## config.mk

```make
export PLATFORM = sky130hd
export DESIGN_NAME = dot_odt_ctrl
export DESIGN_NICKNAME = d
export VERILOG_FILES = /design/src/hdl/dot_pkg.sv /design/src/hdl/dot_delay_line.sv /design/src/hdl/dot_odt_ctrl.sv
export VERILOG_INCLUDE_DIRS = /design/src /design/src/hdl
export SDC_FILE = /design/constraint.sdc
export NUM_CORES = 1
export LEC_CHECK = 0
export ABC_AREA = 1
export BUFFER_PORTS_ARGS = -buffer_cell sky130_fd_sc_hd__buf_2
export CORE_AREA = 2 2 132 121
export CTS_CLUSTER_DIAMETER = 80
export CTS_CLUSTER_SIZE = 14
export DETAILED_ROUTE_END_ITERATION = 8
export DIE_AREA = 0 0 134 123
export GPL_ROUTABILITY_DRIVEN = 0
export GPL_TIMING_DRIVEN = 0
export HOLD_SLACK_MARGIN = 0.1
export PLACE_DENSITY = 0.86
export SYNTH_ARGS = -nofsm -noshare
export SYNTH_HDL_FRONTEND = slang
export SYNTH_HIERARCHICAL = 1
export SYNTH_SLANG_ARGS = --single-unit
export TNS_END_PERCENT = 5
```

## constraint.sdc

```tcl
create_clock -name clock -period 4.3 [get_ports clock]
set_input_delay 0.215 -clock clock [delete_from_list [all_inputs] [get_ports clock]]
set_output_delay 0.215 -clock clock [all_outputs]
set_load 0.05 [all_outputs]
```

## src/hdl/dot_consts.svh

```systemverilog
`ifndef DOT_CONSTS_SVH
`define DOT_CONSTS_SVH

// Register byte offsets, one aligned 32-bit word each
`define DOT_ADDR_MR0 5'h00
`define DOT_ADDR_MR1 5'h04
`define DOT_ADDR_MR2 5'h08
`define DOT_ADDR_TIMING 5'h0c
`define DOT_ADDR_STATUS 5'h10
`define DOT_ADDR_WORD_MASK 5'h1c

// Mode register image fields
`define DOT_MR_MASK 32'h0000ffff
`define DOT_MR0_DLL_FAST 12
`define DOT_MR1_NOM_A2 2
`define DOT_MR1_NOM_A6 6
`define DOT_MR1_NOM_A9 9
`define DOT_MR2_WR_A9 9
`define DOT_MR2_WR_A10 10

// Timing register fields
`define DOT_TIM_CWL_LSB 0
`define DOT_TIM_AL_LSB 8
`define DOT_TIM_BMODE_LSB 16
`define DOT_TIM_MASK 32'h00030f0f
`define DOT_TIM_RST 32'h00000005
`define DOT_BMODE_BL8 2'h0
`define DOT_BMODE_OTF 2'h1
`define DOT_BMODE_BC4 2'h2

// Status register fields
`define DOT_ST_ASYNC 2
`define DOT_ST_HOLD_ERR 8
`define DOT_ST_DLLOFF_ERR 9

// Latency figures in clock cycles
`define DOT_ODTL_SUB 5'h02
`define DOT_PIPE_FIXED 5'h03
`define DOT_ODTH4 3'h4
`define DOT_ODTH8 3'h6
`define DOT_CWN4_ADD 3'h4
`define DOT_CWN8_ADD 3'h6
`define DOT_DEPTH 32

// Asynchronous turn-on/off delay, longest figure in ps, rounded down to cycles but never below one
`define DOT_CLK_PS 10000
`define DOT_T_AONPD_MAX_PS 8500
`define DOT_AONPD_CYC \
  (((`DOT_T_AONPD_MAX_PS / `DOT_CLK_PS) < 1) ? 1 : (`DOT_T_AONPD_MAX_PS / `DOT_CLK_PS))

`endif

```

## src/hdl/dot_pkg.sv

```systemverilog
package dot_pkg;

  typedef enum logic [1:0] {
    DOT_RTT_OFF,
    DOT_RTT_NOM,
    DOT_RTT_WR
  } dot_rtt_t;

  typedef enum logic {
    DOT_MODE_SYNC,
    DOT_MODE_ASYNC
  } dot_mode_t;

endpackage : dot_pkg

```

## src/hdl/dot_delay_line.sv

```systemverilog
`timescale 1ns/1ps
`default_nettype none
`include "dot_consts.svh"
module dot_delay_line (
  input wire logic clock,
  input wire logic rstn,
  input wire logic [2:0] din,
  input wire logic [4:0] sel,
  output logic [2:0] dout
);

  logic [2:0] hist_q [`DOT_DEPTH];

  // Tap k shows the input k+1 cycles after it was presented
  assign dout = hist_q[sel];

  always_ff @(posedge clock) begin
    if (!rstn) begin
      for (int i = 0; i < `DOT_DEPTH; i++) begin
        hist_q[i] <= 3'h0;
      end
    end else begin
      hist_q[0] <= din;
      for (int i = 1; i < `DOT_DEPTH; i++) begin
        hist_q[i] <= hist_q[i-1];
      end
    end
  end

endmodule : dot_delay_line
`default_nettype wire

```

## src/hdl/dot_odt_ctrl.sv

```systemverilog
// Overview of operation
// - Termination stays off while the device drives the data lines.
// - Dynamic write termination is enabled when MR2 bit 9 or 10 is set.
// - Nominal strength from MR1 bits 9,6,2; write strength from MR2 bits 10,9.
// - Without writes, nominal strength applies, timed only by the request pin.
// - Termination turns on and off write latency minus two after the request.
// - With dynamic termination, a write selects write strength after latency minus two.
// - Nominal strength returns four (chop) or six (BL8) cycles after turn-off latency.
// - Asynchronous mode only in precharge power-down with DLL frozen by MR0 bit 12.
// - Asynchronous mode applies no additive latency to the request.
// - Asynchronous mode uses fixed time-based delays from the sampled pin.
// - Termination is enabled only if nominal or write strength bits are non-zero.
// - Termination off and request ignored during self-refresh; the code only blocks the output, and requests keep entering the pipeline.
// - Synchronous request delayed by additive latency: latency is CWL plus AL minus two.
//
// Our own choices: the Avalon-MM interface to the registers and the register addresses.
`timescale 1ns/1ps
`default_nettype none
`include "dot_consts.svh"
module dot_odt_ctrl
  import dot_pkg::*;
(
  input wire logic clock,
  input wire logic rstn,
  input wire logic [4:0] avs_address,
  input wire logic avs_read,
  input wire logic avs_write,
  input wire logic [31:0] avs_writedata,
  input wire logic [3:0] avs_byteenable,
  output logic [31:0] avs_readdata,
  output logic avs_waitrequest,
  input wire logic odt_pin,
  input wire logic wr_cmd_pin,
  input wire logic bc4_pin,
  input wire logic self_refresh,
  input wire logic pd_precharge,
  input wire logic dll_off,
  input wire logic dq_driving,
  output dot_rtt_t rtt_sel,
  output logic [2:0] rtt_nom_code,
  output logic [1:0] rtt_wr_code,
  output logic term_async
);

  function automatic logic [31:0] byte_merge(input logic [31:0] old_v,
                                             input logic [31:0] new_v,
                                             input logic [3:0] be);
    logic [31:0] r;
    r = old_v;
    for (int i = 0; i < 4; i++) begin
      if (be[i]) begin
        r[i*8 +: 8] = new_v[i*8 +: 8];
      end
    end
    return r;
  endfunction : byte_merge

  function automatic logic [4:0] sat_sub(input logic [4:0] a, input logic [4:0] b);
    return (a > b) ? 5'(a - b) : 5'h00;
  endfunction : sat_sub

  // Bus slave state
  logic wait_q;
  logic [31:0] rdata_q;
  logic [31:0] mr0_q;
  logic [31:0] mr1_q;
  logic [31:0] mr2_q;
  logic [31:0] tim_q;
  logic hold_err_q;
  logic dlloff_err_q;

  // Pin synchronisers, order {bc4, write, odt}; all three see equal delay
  logic [2:0] sync1_q;
  logic [2:0] sync2_q;

  logic odt_prev_q;
  logic [2:0] hold_cnt_q;
  logic [2:0] wr_cnt_q;
  logic [3:0] aon_cnt_q;
  logic async_on_q;
  dot_mode_t mode_q;
  dot_mode_t mode_d;
  logic async_flag_q;
  dot_rtt_t rtt_q;
  dot_rtt_t rtt_d;
  logic [2:0] nom_code_q;
  logic [1:0] wr_code_q;

  wire logic odt_s;
  wire logic wr_s;
  wire logic bc4_s;
  assign odt_s = sync2_q[0];
  assign wr_s = sync2_q[1];
  assign bc4_s = sync2_q[2];

  // Avalon decode: one wait cycle, then the request is accepted
  wire logic req_new;
  wire logic wr_acc;
  wire logic [4:0] word_addr;
  wire logic hit_mr0;
  wire logic hit_mr1;
  wire logic hit_mr2;
  wire logic hit_tim;
  wire logic hit_st;
  wire logic [31:0] st_word;
  wire logic [31:0] rd_mux;
  assign req_new = (avs_read | avs_write) & wait_q;
  assign wr_acc = avs_write & !wait_q;
  assign word_addr = avs_address & `DOT_ADDR_WORD_MASK;
  assign hit_mr0 = word_addr == `DOT_ADDR_MR0;
  assign hit_mr1 = word_addr == `DOT_ADDR_MR1;
  assign hit_mr2 = word_addr == `DOT_ADDR_MR2;
  assign hit_tim = word_addr == `DOT_ADDR_TIMING;
  assign hit_st = word_addr == `DOT_ADDR_STATUS;
  assign st_word = 32'(rtt_q)
                 | (32'(async_flag_q) << `DOT_ST_ASYNC)
                 | (32'(hold_err_q) << `DOT_ST_HOLD_ERR)
                 | (32'(dlloff_err_q) << `DOT_ST_DLLOFF_ERR);
  // Unmapped words read as zero and ignore writes
  assign rd_mux = hit_mr0 ? mr0_q :
                  hit_mr1 ? mr1_q :
                  hit_mr2 ? mr2_q :
                  hit_tim ? tim_q :
                  hit_st ? st_word : 32'h00000000;

  wire logic [31:0] merged;
  assign merged = byte_merge(rd_mux, avs_writedata, avs_byteenable);

  // Configuration decode
  wire logic [3:0] cwl;
  wire logic [3:0] al;
  wire logic [1:0] bmode;
  wire logic [2:0] nom_bits;
  wire logic [1:0] wr_bits;
  wire logic nom_set;
  wire logic dyn_en;
  wire logic term_en;
  wire logic dll_fast;
  assign cwl = tim_q[`DOT_TIM_CWL_LSB +: 4];
  assign al = tim_q[`DOT_TIM_AL_LSB +: 4];
  assign bmode = tim_q[`DOT_TIM_BMODE_LSB +: 2];
  assign nom_bits = {mr1_q[`DOT_MR1_NOM_A9], mr1_q[`DOT_MR1_NOM_A6],
                     mr1_q[`DOT_MR1_NOM_A2]};
  assign wr_bits = {mr2_q[`DOT_MR2_WR_A10], mr2_q[`DOT_MR2_WR_A9]};
  assign nom_set = |nom_bits;
  assign dyn_en = |wr_bits;
  assign term_en = nom_set | dyn_en;
  assign dll_fast = mr0_q[`DOT_MR0_DLL_FAST];

  // Burst chop either fixed in the timing register or taken with the command
  wire logic bc4_eff;
  assign bc4_eff = (bmode == `DOT_BMODE_BC4) | ((bmode == `DOT_BMODE_OTF) & bc4_s);

  // Synchronous latency CWL+AL-2, less the stages that sync and output add
  wire logic [4:0] odtl;
  wire logic [4:0] tap_sel;
  assign odtl = sat_sub(5'(cwl) + 5'(al), `DOT_ODTL_SUB);
  assign tap_sel = sat_sub(odtl, `DOT_PIPE_FIXED);

  wire logic [2:0] tap;
  wire logic tap_odt;
  wire logic tap_wr;
  wire logic tap_bc4;
  dot_delay_line u_line (
    .clock(clock),
    .rstn(rstn),
    .din({bc4_eff, wr_s, odt_s}),
    .sel(tap_sel),
    .dout(tap)
  );
  assign tap_odt = tap[0];
  assign tap_wr = tap[1];
  assign tap_bc4 = tap[2];

  // Asynchronous mode: DLL frozen in precharge power-down only
  wire logic async_cond;
  assign async_cond = pd_precharge & !dll_fast & !dll_off;

  always_comb begin
    mode_d = mode_q;
    unique case (mode_q)
      DOT_MODE_SYNC: begin
        if (async_cond) begin
          mode_d = DOT_MODE_ASYNC;
        end
      end
      DOT_MODE_ASYNC: begin
        if (!async_cond) begin
          mode_d = DOT_MODE_SYNC;
        end
      end
    endcase
  end

  // Pin level followed after a fixed time, bypassing the latency pipeline
  wire logic aon_match;
  wire logic aon_done;
  assign aon_match = odt_s == async_on_q;
  assign aon_done = aon_cnt_q == 4'(`DOT_AONPD_CYC - 1);

  // Write strength window
  wire logic wr_fire;
  wire logic wr_active;
  wire logic [2:0] wr_len;
  wire logic [2:0] wr_cnt_d;
  assign wr_fire = tap_wr & dyn_en & (mode_q == DOT_MODE_SYNC);
  assign wr_len = tap_bc4 ? `DOT_CWN4_ADD : `DOT_CWN8_ADD;
  assign wr_active = dyn_en & (wr_fire | (wr_cnt_q != 3'h0));
  assign wr_cnt_d = wr_fire ? 3'(wr_len - 3'h1) :
                    (wr_cnt_q != 3'h0) ? 3'(wr_cnt_q - 3'h1) : 3'h0;

  wire logic term_on;
  wire logic blocked;
  assign term_on = (mode_q == DOT_MODE_ASYNC) ? async_on_q : tap_odt;
  // Own output drive and self-refresh override the pin; write strength beats nominal
  assign blocked = self_refresh | dq_driving | !term_en;

  always_comb begin
    rtt_d = DOT_RTT_OFF;
    if (!blocked && term_on) begin
      if (wr_active) begin
        rtt_d = DOT_RTT_WR;
      end else if (nom_set) begin
        rtt_d = DOT_RTT_NOM;
      end
    end
  end

  // Request hold check on the far side's behaviour
  wire logic odt_rose;
  wire logic odt_fell;
  wire logic [2:0] hold_base;
  wire logic [2:0] hold_wr;
  wire logic [2:0] hold_d;
  assign odt_rose = odt_s & !odt_prev_q;
  assign odt_fell = !odt_s & odt_prev_q;
  assign hold_base = odt_rose ? `DOT_ODTH4 :
                     (hold_cnt_q != 3'h0) ? 3'(hold_cnt_q - 3'h1) : 3'h0;
  assign hold_wr = bc4_eff ? `DOT_ODTH4 : `DOT_ODTH8;
  assign hold_d = (wr_s && odt_s && hold_wr > hold_base) ? hold_wr : hold_base;

  wire logic hold_viol;
  wire logic dlloff_viol;
  wire logic st_clr_hold;
  wire logic st_clr_dll;
  assign hold_viol = odt_fell & (hold_cnt_q > 3'h1);
  assign dlloff_viol = dll_off & dyn_en;
  assign st_clr_hold = wr_acc & hit_st & avs_byteenable[1] & avs_writedata[`DOT_ST_HOLD_ERR];
  assign st_clr_dll = wr_acc & hit_st & avs_byteenable[1] & avs_writedata[`DOT_ST_DLLOFF_ERR];

  always_ff @(posedge clock) begin
    if (!rstn) begin
      wait_q <= 1'b1;
      rdata_q <= 32'h00000000;
    end else begin
      wait_q <= !req_new;
      if (req_new) begin
        rdata_q <= rd_mux;
      end
    end
  end

  always_ff @(posedge clock) begin
    if (!rstn) begin
      mr0_q <= 32'h00000000;
      mr1_q <= 32'h00000000;
      mr2_q <= 32'h00000000;
      tim_q <= `DOT_TIM_RST;
    end else if (wr_acc) begin
      if (hit_mr0) mr0_q <= merged & `DOT_MR_MASK;
      if (hit_mr1) mr1_q <= merged & `DOT_MR_MASK;
      if (hit_mr2) mr2_q <= merged & `DOT_MR_MASK;
      if (hit_tim) tim_q <= merged & `DOT_TIM_MASK;
    end
  end

  // Sticky errors: a new event in the clearing cycle keeps the bit set
  always_ff @(posedge clock) begin
    if (!rstn) begin
      hold_err_q <= 1'b0;
      dlloff_err_q <= 1'b0;
    end else begin
      hold_err_q <= hold_viol | (hold_err_q & !st_clr_hold);
      dlloff_err_q <= dlloff_viol | (dlloff_err_q & !st_clr_dll);
    end
  end

  always_ff @(posedge clock) begin
    if (!rstn) begin
      sync1_q <= 3'h0;
      sync2_q <= 3'h0;
      odt_prev_q <= 1'b0;
      hold_cnt_q <= 3'h0;
    end else begin
      sync1_q <= {bc4_pin, wr_cmd_pin, odt_pin};
      sync2_q <= sync1_q;
      odt_prev_q <= odt_s;
      hold_cnt_q <= hold_d;
    end
  end

  always_ff @(posedge clock) begin
    if (!rstn) begin
      mode_q <= DOT_MODE_SYNC;
      async_flag_q <= 1'b0;
      aon_cnt_q <= 4'h0;
      async_on_q <= 1'b0;
      wr_cnt_q <= 3'h0;
    end else begin
      mode_q <= mode_d;
      async_flag_q <= mode_d == DOT_MODE_ASYNC;
      aon_cnt_q <= (aon_match | aon_done) ? 4'h0 : 4'(aon_cnt_q + 4'h1);
      async_on_q <= (!aon_match & aon_done) ? odt_s : async_on_q;
      wr_cnt_q <= wr_cnt_d;
    end
  end

  always_ff @(posedge clock) begin
    if (!rstn) begin
      rtt_q <= DOT_RTT_OFF;
      nom_code_q <= 3'h0;
      wr_code_q <= 2'h0;
    end else begin
      rtt_q <= rtt_d;
      nom_code_q <= nom_bits;
      wr_code_q <= wr_bits;
    end
  end

  assign avs_readdata = rdata_q;
  assign avs_waitrequest = wait_q;
  assign rtt_sel = rtt_q;
  assign rtt_nom_code = nom_code_q;
  assign rtt_wr_code = wr_code_q;
  assign term_async = async_flag_q;

  // Checks
  wire logic calm;
  wire logic wr_hold;
  assign calm = (mode_q == DOT_MODE_SYNC) & !async_cond & !blocked & nom_set & (tap_sel == 5'h00);
  assign wr_hold = !blocked & term_on & dyn_en & (mode_q == DOT_MODE_SYNC) & !async_cond;
endmodule : dot_odt_ctrl
`default_nettype wire

```

; After elaboration in Yosys (flattened, before gate mapping)
; Memory sizes are Yosys's and may differ from the RTL's.
; Cells that the tools add are included.
[classes]
div_mod_pow = 0
addsub = 7
n_reduce_logical = 27
order_cmp = 4
n_mux = 55
n_mul = 0
n_eq_ne = 7
bitwise = 66
n_shift = 0
[op_table]
columns = op, count
row1 = 3-bit two-way mux, 37
row2 = 18-bit two-way mux, 4
row3 = 1-bit bitwise OR, 41
row4 = 1-bit bitwise AND, 19
row5 = 8-bit two-way mux, 2
row6 = 1-bit zero test, 11
row7 = "5-bit by 2-bit greater-than comparator with 1-bit output, second input constant", 2
row8 = 10-bit two-way mux, 1
row9 = 5-bit two-way mux, 2
row10 = 9-bit by 10-bit bitwise OR with 10-bit output, 1
row11 = 2-bit AND reduction, 5
row12 = "5-bit by 2-bit subtractor with 5-bit output, second input constant", 2
row13 = 3-bit by 9-bit bitwise OR with 9-bit output, 1
row14 = "3-bit by 1-bit subtractor with 3-bit output, second input constant", 3
row15 = 2-bit two-way mux, 4
row16 = "3-bit by 2-bit == test with 1-bit output, second input constant", 2
row17 = 3-bit nonzero test, 2
row18 = 3-bit OR reduction, 2
row19 = 4-bit by 4-bit adder with 5-bit output, 1
row20 = 5-bit zero test, 1
row21 = 1-bit two-way mux, 5
row22 = "4-bit by 1-bit adder with 4-bit output, second input constant", 1
row23 = 4-bit zero test, 1
row24 = 2-bit OR reduction, 2
row25 = other kinds (10), 14
[totals]
word_cells = 187
mem_bits_ro = 0
inputBits = 52
ramBits = 96
latchBits = 0
regBits = 119
memories = 1
[memory_table]
columns = name, depth, word_bits, read_ports, rd_ports_with_merged_regs, wr, line
row1 = u_line.hist_q, 32, 3, 32, 0, 32, dot_delay_line.sv:12  ; logic [2:0] hist_q [`DOT_DEPTH];

; Depth between registers and ports, before layout
; Gate-level depths: netlist (run 1).
; An unclocked memory read counts as a cell.
[logic_depth]
depth_word = 11
ltp_mapped = 27

; By module
; Netlist (run 1), hierarchy kept.
[modules_own_cells]
columns = mod, area_per_inst_um2, seq_area_each_um2, cells_per_inst, instances
row1 = dot_odt_ctrl, 5092.4, 2102.0, 711, 1
row2 = dot_delay_line, 3671.0, 1921.8, 528, 1

; Worst setup path after synthesis (run 1)
; Ideal clock, no wire load.
[synth_path]
kind = reg2reg
from = register tim_q[0]
to = register rtt_q[0] (netlist: rtt_sel[0])
t_required_ns = 4.222
t_arrival_ns = 3.528
path_slack_ns = 0.694
n_path_buf = 2
period_less_slack_ns = 3.606
stages_incl_launch_ff = 27
path_cell_list = dfxtp_1 > ha_1 > inv_1 > fa_1 > xor2_2 > ha_1 > nand3_2 > a21oi_1 > nor2_1 > ha_1 > o21ai_2 > nor2_2 > nor2_1 > inv_2 > buf_4 > buf_4 > nand2_1 > nand3_1 > nand3_1 > nand2_1 > nand2_1 > nand2_1 > nand2_1 > nand2_1 > nand3_1 > o21ai_0 > nor3_1
[synth_between]
elab_chain_len = 11
elab_cells_between_ends = 16
classes_between = 3 x add/sub / 2 x order compare / 3 x mux / 5 x bitwise / 2 x reduce/logical / 1 x memory
[synth_rtl]
columns = item, line
row1 = start: declaration, dot_odt_ctrl.sv:68  ; logic [31:0] tim_q;
row2 = start signal: assignment, dot_odt_ctrl.sv:268  ; tim_q <= `DOT_TIM_RST;
row3 = start signal: assignment, dot_odt_ctrl.sv:273  ; if (hit_tim) tim_q <= merged & `DOT_TIM_MASK;
row4 = 4-bit by 4-bit adder with 5-bit output (*), dot_odt_ctrl.sv:157  ; assign odtl = sat_sub(5'(cwl) + 5'(al), `DOT_ODTL_SUB);
row5 = 5-bit by 2-bit subtractor with 5-bit output or 5-bit by 2-bit greater-than comparator with 1-bit output (tied branches), dot_odt_ctrl.sv:59  ; return (a > b) ? 5'(a - b) : 5'h00;
row6 = 5-bit two-way mux (*), dot_odt_ctrl.sv:59
row7 = 5-bit by 2-bit subtractor with 5-bit output or 5-bit by 2-bit greater-than comparator with 1-bit output (tied branches), dot_odt_ctrl.sv:59
row8 = 5-bit two-way mux (*), dot_odt_ctrl.sv:59
row9 = net tap_sel[0], dot_odt_ctrl.sv:156  ; wire logic [4:0] tap_sel;
row10 = memory read 32 x 3 bit (*), -
row11 = net tap[1], dot_odt_ctrl.sv:160  ; wire logic [2:0] tap;
row12 = 1-bit bitwise AND (*) (2 in series), dot_odt_ctrl.sv:206  ; assign wr_fire = tap_wr & dyn_en & (mode_q == DOT_MODE_SYNC);
row13 = 1-bit bitwise OR (*), dot_odt_ctrl.sv:208  ; assign wr_active = dyn_en & (wr_fire | (wr_cnt_q != 3'h0));
row14 = 1-bit bitwise AND (*), dot_odt_ctrl.sv:208
row15 = 3-bit OR reduction (no source line) (*), -
row16 = end signal: assignment, dot_odt_ctrl.sv:324  ; rtt_q <= rtt_d;
row17 = end: declaration, dot_odt_ctrl.sv:84  ; dot_rtt_t rtt_q;
; Mark *: on every way through the listed nets, which the timed path passes. The rest lies on a longest branch.
; A chain may end at the register's enable or synchronous reset.

; Worst setup path in the final report (run 1)
[layout_path]
from = register tim_q[0]
to = register wr_cnt_q[2]
[layout_between]
elab_chain_len = 9
elab_cells_between_ends = 13
classes_between = 4 x add/sub / 2 x order compare / 4 x mux / 2 x bitwise / 1 x memory
[layout_rtl]
columns = item, line
row1 = 4-bit by 4-bit adder with 5-bit output (*), dot_odt_ctrl.sv:157
row2 = 5-bit by 2-bit subtractor with 5-bit output or 5-bit by 2-bit greater-than comparator with 1-bit output (tied branches), dot_odt_ctrl.sv:59
row3 = 5-bit two-way mux (*), dot_odt_ctrl.sv:59
row4 = 5-bit by 2-bit subtractor with 5-bit output or 5-bit by 2-bit greater-than comparator with 1-bit output (tied branches), dot_odt_ctrl.sv:59
row5 = 5-bit two-way mux (*), dot_odt_ctrl.sv:59
row6 = net tap_sel[1], dot_odt_ctrl.sv:156
row7 = memory read 32 x 3 bit (*), -
row8 = net tap[1], dot_odt_ctrl.sv:160
row9 = 1-bit bitwise AND (*) (2 in series), dot_odt_ctrl.sv:206
row10 = 3-bit two-way mux (*), dot_odt_ctrl.sv:209  ; assign wr_cnt_d = wr_fire ? 3'(wr_len - 3'h1) :
row11 = end signal: assignment, dot_odt_ctrl.sv:314  ; wr_cnt_q <= wr_cnt_d;
row12 = end: declaration, dot_odt_ctrl.sv:78  ; logic [2:0] wr_cnt_q;
; Marked as above.

==> results by group, run 1 <==
Run status
  – Outcome: complete, no violations

Timing
  – Final WS setup: 203 ps
  – Final period utilization: 95.3%
  – Layout Skew: 14.4 ps
  – Fmax: 244 MHz
  – Final hold violation count: 0
  – Worst slew pin tran: 625 ps
  – Tmin final: 4100 ps
  – Max-slew violations: 0
  – Relative slew slack: 58.4%
  – Setup violators final: 0

Finish
  – P&R area growth vs syn: 15.3%
  – Fin cells: 1554
  – Share of cells above drive strength 1: 13.5%
  – # diodes: 0
  – # nets final: 1418
  – Fillers: 1244

Pwr
  – Int Pwr: 2.79 mW
  – Worst VDD drop: 0.318 mV
  – Clock network power share: 38.4%
  – Sw Share: 25.7%
  – Gate power share: 11.0%
  – Leakage: 5.39 nW
  – Cell Pwr Density: 372 nW/µm²
  – Reg power frac: 50.7%
  – Psw: 0.967 mW

Worst setup path
  – Critical path capture point: wr_cnt_q[2]
  – CP Launch Type: flip-flop
  – Max incr delay on CP: 590 ps
  – Buf/Inv on CP: 5
  – R2R cell count: 25
  – Kind of critical path: reg2reg
  – Crit Path Max Fanout: 10
  – Worst Path Required: 4720 ps
  – Worst reg-to-reg setup slack: 200 ps
  – Top cell family by delay on the critical path: simple AND/OR/NAND/NOR gates
  – R2R Path Start: tim_q[0]
  – CP Capture Type: flip-flop
  – Worst Setup SP: tim_q[0]
  – Most frequent CP cell: nand2_1
  – CP arrival: 4520 ps
  – Critical-path top delay cell: fa_2
  – Levels on crit path: 25
  – Worst R2R End: wr_cnt_q[2]

Drt
  – DRT antenna net count: 0
  – DRC: 0
  – Initial DRC Count: 870
  – Final wirelength: 21.9 mm
  – Via Count: 8085
  – Vias per cell: 5.20
  – WL/cell: 14.1 µm
  – Drt pass-1 iters: 7

Synth
  – Fraction of registers with async set/reset: 0%
  – Cells after Synth: 1239
  – Synth top area share: 45.9%
  – Post-Syn Area: 8760 µm²
  – EDFF count, synth: 0
  – Post-synth cell types: 42
  – Main flop type after synthesis: dfxtp_1
  – Yosys top cell by area: dfxtp_1
  – Sequential share of the synthesized area: 45.9%
  – Post-synth top cells: 321 x nand2_1, 233 x inv_1, 201 x dfxtp_1
  – Synth area leaders: dfxtp_1 46%, nand2_1 14%, inv_1 10%
  – FF+latch count, synth: 201
  – Synth Warn #: 6
  – Cell with the most instances after synthesis: nand2_1
  – Avg Cell Area, Syn: 7.07 µm²

Floorplan
  – Initial core utilization: 58.0%
  – # rows: 43
  – Die X: 134 µm
  – Die area: 16500 µm²
  – I/O pin count: 93
  – Core Box Area: 15100 µm²
  – Die H: 123 µm

Place
  – Pre-CTS WS: -136 ps
  – Port buffer count: 61
  – Detailed Place HPWL: 14.8 mm
  – Placed Instances: 1515

Flow run
  – Max cap viols: 0

Clock network
  – TritonCTS buffer count: 18
  – CTS Root Cell: clkbuf_16
  – Clk buf depth: 3
  – Clk slew on worst S/H paths: 70 ps
  – Worst-skew pair later-pin latency: 490 ps
  – TritonCTS clock tree: yes
  – CTS sink cnt: 201
  – H-tree lvl count: 1

Worst hold path
  – HP Class: in2reg

Global route
  – Vias in the first global route: 7520
  – Antenna violations before repair: 0
  – Total Routing Usage GR: 26.3%
  – Largest net degree at the start of global routing: 15
  – First-pass GRT wire length: 35.3 mm
  – GR Overflow Total: 0
==> per-stage QoR <==
step           instance area (µm²)  TNS, ps  util, %  hold slack, ps  power [mW]
2_1_floorplan                 8810        0        -             291        2.22
3_3_place_gp                  9370        0     62.0             398        2.32
3_5_place_dp                  9370     -371     62.0             399        2.32
4_1_cts                      10000        0     66.4             102        3.77
5_1_grt                      10100    -89.7     66.8             145        3.88
6_report                     10100        0     66.8             117        3.76
==> layout make-up <==
| cell class | count | area [µm²] | share of cell area (%) |
|---|---|---|---|
| Multi-Input combinational cell | 729 | 3510 | 34.8 |
| Tap cell | 202 | 253 | 2.50 |
| Clock buffer | 19 | 475 | 4.71 |
| Timing Repair Buffer | 80 | 490 | 4.86 |
| Buffer | 67 | 379 | 3.75 |
| Clock inverter | 1 | 11.3 | 0.111 |
| Inverter | 255 | 957 | 9.47 |
| Sequential cell | 201 | 4020 | 39.8 |
==> power by group through the flow <==
| stage | Combinational (mW) | Clock (mW) | Sequential (mW) |
|---|---|---|---|
| floorplan | 0.229 | 0 | 1.99 |
| global placement | 0.372 | 0 | 1.94 |
| detailed placement | 0.378 | 0 | 1.95 |
| CTS | 0.393 | 1.47 | 1.90 |
| global route | 0.444 | 1.53 | 1.91 |
| finish | 0.412 | 1.44 | 1.90 |
==> worst min-delay path by stage <==
stage,from,endpoint,slack [ps],cells after the start
after floorplan,dll_off,term_async,290,1
after global placement,sync1_q[0],sync2_q[0],400,2
after detailed placement,bc4_pin,sync1_q[2],400,3
after CTS,avs_writedata[10],mr0_q[10],100,5
after global routing,avs_writedata[10],tim_q[10],150,5
final,avs_writedata[10],mr0_q[10],120,5
==> metal layers <==
layer / global-route usage [%] / up-vias / part of all wire [%] / routed length [µm]
met2: 45.4 / 342 / 47 / 10300
met4: 10.1 / 0 / 2.9 / 627
li1: - / 3972 / - / -
met5: 0 / - / 0 / 0
met1: 33.2 / 3702 / 42 / 9210
met3: 4.18 / 69 / 7.9 / 1740
==> kinds of logic (layout without fill, tap and decap cells) <==
logic type / after synthesis / after routing / synth area share, %
adders and majority gates: 14 / 14 / 2.08
other: 1 / 14 / 0.0428
xor gates and xnor gates: 4 / 4 / 0.486
muxes: 2 / 2 / 0.228
and+or+nand+nor: 502 / 502 / 23.9
DFF: 201 / 201 / 45.9
AOI/OAI and AO/OA: 193 / 193 / 12.4
buffers and inverters: 322 / 422 / 15.0
==> timing repair <==
action	4_1_cts	5_1_grt
hold endpoints to repair	26	0
hold buffers	17	0
setup endpoints to repair	4	5
setup buffers	0	2
gates resized for setup	3	19
==> flip-flops by register name, indices dropped and copies added (netlist names), 2 cells and up <==
signal,flops
u_line/hist_q,96
rtt_wr_code,2
hold_cnt_q,3
wr_cnt_q,3
mr1_q,16
tim_q,10
rtt_nom_code,3
avs_readdata,18
mr0_q,16
mr2_q,16
rtt_sel,2
sync1_q,3
sync2_q,3
aon_cnt_q,4
==> cell usage in the layout (no fill, tap or decap), types with 17 or more instances in the layout <==
master,count
nand3_1,86
nor2_1,64
buf_4,20
dlygate4sd3_1,17
inv_1,233
inv_2,22
dfxtp_1,201
buf_2,73
a21oi_1,76
clkbuf_1,23
o21ai_1,48
o21ai_0,37
nand2_1,321
clkbuf_16,19
==> tightest hold or removal path, stage by stage <==
cell     delay (ps)
buf_2            70
nand2_1          50
o21ai_2         120
o21ai_1          70
inv_1            40
No activity file was read; power rests on OpenSTA's default activity.
==> inputs of run 2 (changes only) <==
Settings changed: PLACE_DENSITY 0.86 to 0.79, RECOVER_POWER from default to 100.
==> run 2 against run 1 <==
Critical path depth fell by 5; core utilization decreased by 0.91 points; largest power group unchanged; clock-buffer cell count is the same; worst hold slack got worse by 13 ps; total power increased by 0.25%; combinational power shrank 3%.
==> results by group, run 2 (synthesis results as in run 1) <==
Floorplan
  – Core Box Area: 15100 µm²
  – Die H: 123 µm
  – # rows: 43
  – Die area: 16500 µm²
  – Initial core utilization: 58.0%
  – Die X: 134 µm
  – I/O pin count: 93

Finish
  – Most frequent cells in the layout: 321 x nand2_1, 236 x inv_1, 201 x dfxtp_1
  – Largest Register: u_line/hist_q
  – Commonest non-fill, non-tap cell in the layout: nand2_1
  – P&R area growth vs syn: 13.7%
  – Max reg flops: 96
  – Fin area: 9960 µm²
  – Fin cells: 1548
  – Fillers: 1319
  – # diodes: 0
  – Share of cells above drive strength 1: 10.1%
  – Multi-input gate area in the final layout: 3480 µm²
  – # nets final: 1412
  – Sequential Area: 4020 µm²
  – Post-layout util: 65.9%

Global route
  – GR Overflow Total: 0
  – Total Routing Usage GR: 25.7%
  – First-pass GRT wire length: 34.0 mm
  – Vias in the first global route: 7040
  – Antenna violations before repair: 0
  – Largest net degree at the start of global routing: 15

Drt
  – WL/cell: 13.9 µm
  – DRT antenna net count: 0
  – Via Count: 7875
  – DRC: 0
  – Final wirelength: 21.5 mm
  – Vias per cell: 5.09
  – Initial DRC Count: 622
  – Drt pass-1 iters: 5

Place
  – Detailed Place HPWL: 14.7 mm
  – Dpl cell area: 9370 µm²
  – Pre-CTS WS: -152 ps
  – Placed Instances: 1515
  – Port buffer count: 61

Clock network
  – TritonCTS buffer count: 18
  – CTS sink cnt: 201
  – Worst-skew pair later-pin latency: 490 ps
  – H-tree lvl count: 1
  – Clk slew on worst S/H paths: 70 ps
  – TritonCTS clock tree: yes
  – CTS Root Cell: clkbuf_16
  – Clk buf depth: 3

Pwr
  – Leakage: 5.23 nW
  – Tot Pwr: 3.77 mW
  – Worst VDD drop: 0.282 mV
  – Cell Pwr Density: 378 nW/µm²

Worst setup path
  – CP arrival: 4430 ps
  – Crit Path Max Fanout: 7
  – Worst Path Required: 4700 ps
  – CP Launch Type: flip-flop
  – Kind of critical path: reg2reg
  – CP Capture Type: flip-flop

Timing
  – Tmin final: 4030 ps
  – Fmax: 248 MHz
  – Max-slew violations: 0
  – Worst slew pin tran: 1020 ps
  – Layout Skew: 11.6 ps
  – Final period utilization: 93.6%
  – Setup violators final: 0
  – Final hold violation count: 0
  – Relative slew slack: 31.3%
  – Final WS setup: 274 ps

Worst hold path
  – HP Class: in2reg

Flow run
  – Max cap viols: 0

Run status
  – Outcome: complete, no violations
-- run 2: changes by cell type in the layout (fill, tap and decap cells not counted), moves of 3 or more --
cell and change:
buf_1 -4, buf_2 -34, clkbuf_1 +39, dlygate4sd3_1 -5, inv_1 +3, inv_2 -4, nor2_1 +3, o21ai_0 +33
o21ai_1 -33
-- run 2: through the flow --
| stage | hold WS [ps] | TNS [ps] |
|---|---|---|
| final | 104 | 0 |
| after global routing | 125 | -97.9 |
| after CTS | 115 | 0 |
| after detailed placement | 403 | -486 |
| after global placement | 397 | -143 |
| after floorplan | 291 | 0 |
-- run 2: routing by layer --
layer | part of all wire, % | global-route usage [%] | vias to the layer above
li1 | - | - | 3962
met1 | 44 | 34.4 | 3563
met2 | 46 | 43.3 | 299
met3 | 7.4 | 3.81 | 51
met4 | 2.5 | 8.24 | 0
met5 | 0 | 0 | -
-- run 2: what timing repair did --
| action | CTS | global route |
|---|---|---|
| gates cloned | 0 | 0 |
| hold buffers | 12 | 0 |
| setup buffers | 0 | 1 |
| pin swaps | 0 | 2 |
| resized for setup | 4 | 16 |
| endpoints found under the hold margin | 21 | 0 |
| endpoints found under the setup margin | 4 | 5 |
-- run 2: cell type report --
cell class | count | area share (%)
sequential | 201 | 40.4
multi-input combinational | 729 | 34.9
inverter | 255 | 9.61
clock buffer | 19 | 4.77
timing repair buffer | 74 | 3.99
buffer | 67 | 3.68
tap | 202 | 2.54
clock inverter | 1 | 0.113
-- run 2: report_power, final --
group	internal [mW]	total, mW	switching, mW
Clock	0.785	1.46	0.679
Combinational	0.111	0.399	0.288
Sequential	1.89	1.90	0.0149
Total	2.79	3.77	0.982
-- run 2: critical path, stage by stage (launching register included) --
cell     delay, ps
dfxtp_1        370
ha_1           210
inv_1           60
fa_1           410
xor2_2         210
ha_1           220
nand3_2        140
a21oi_4        190
nor2_1          60
ha_1           220
o21ai_2        200
nor2_4          80
nor2_1         480
inv_1          310
nand2_1        130
nand2_1         70
nand2_1         60
nand2_1         90
nand3_2        130
o21ai_1        100
nor3_1         180
-- run 2: path summary, 6_finish.rpt --
kind / start / end / slack, ps / cells past startpoint
worst min register to register: sync1_q[0] / sync2_q[0] / 420 / 2
worst min-delay path: avs_writedata[16] / tim_q[16] / 100 / 3
worst max-delay path: tim_q[8] / rtt_sel[0] / 270 / 20
worst max register to register: tim_q[8] / rtt_sel[0] / 270 / 20
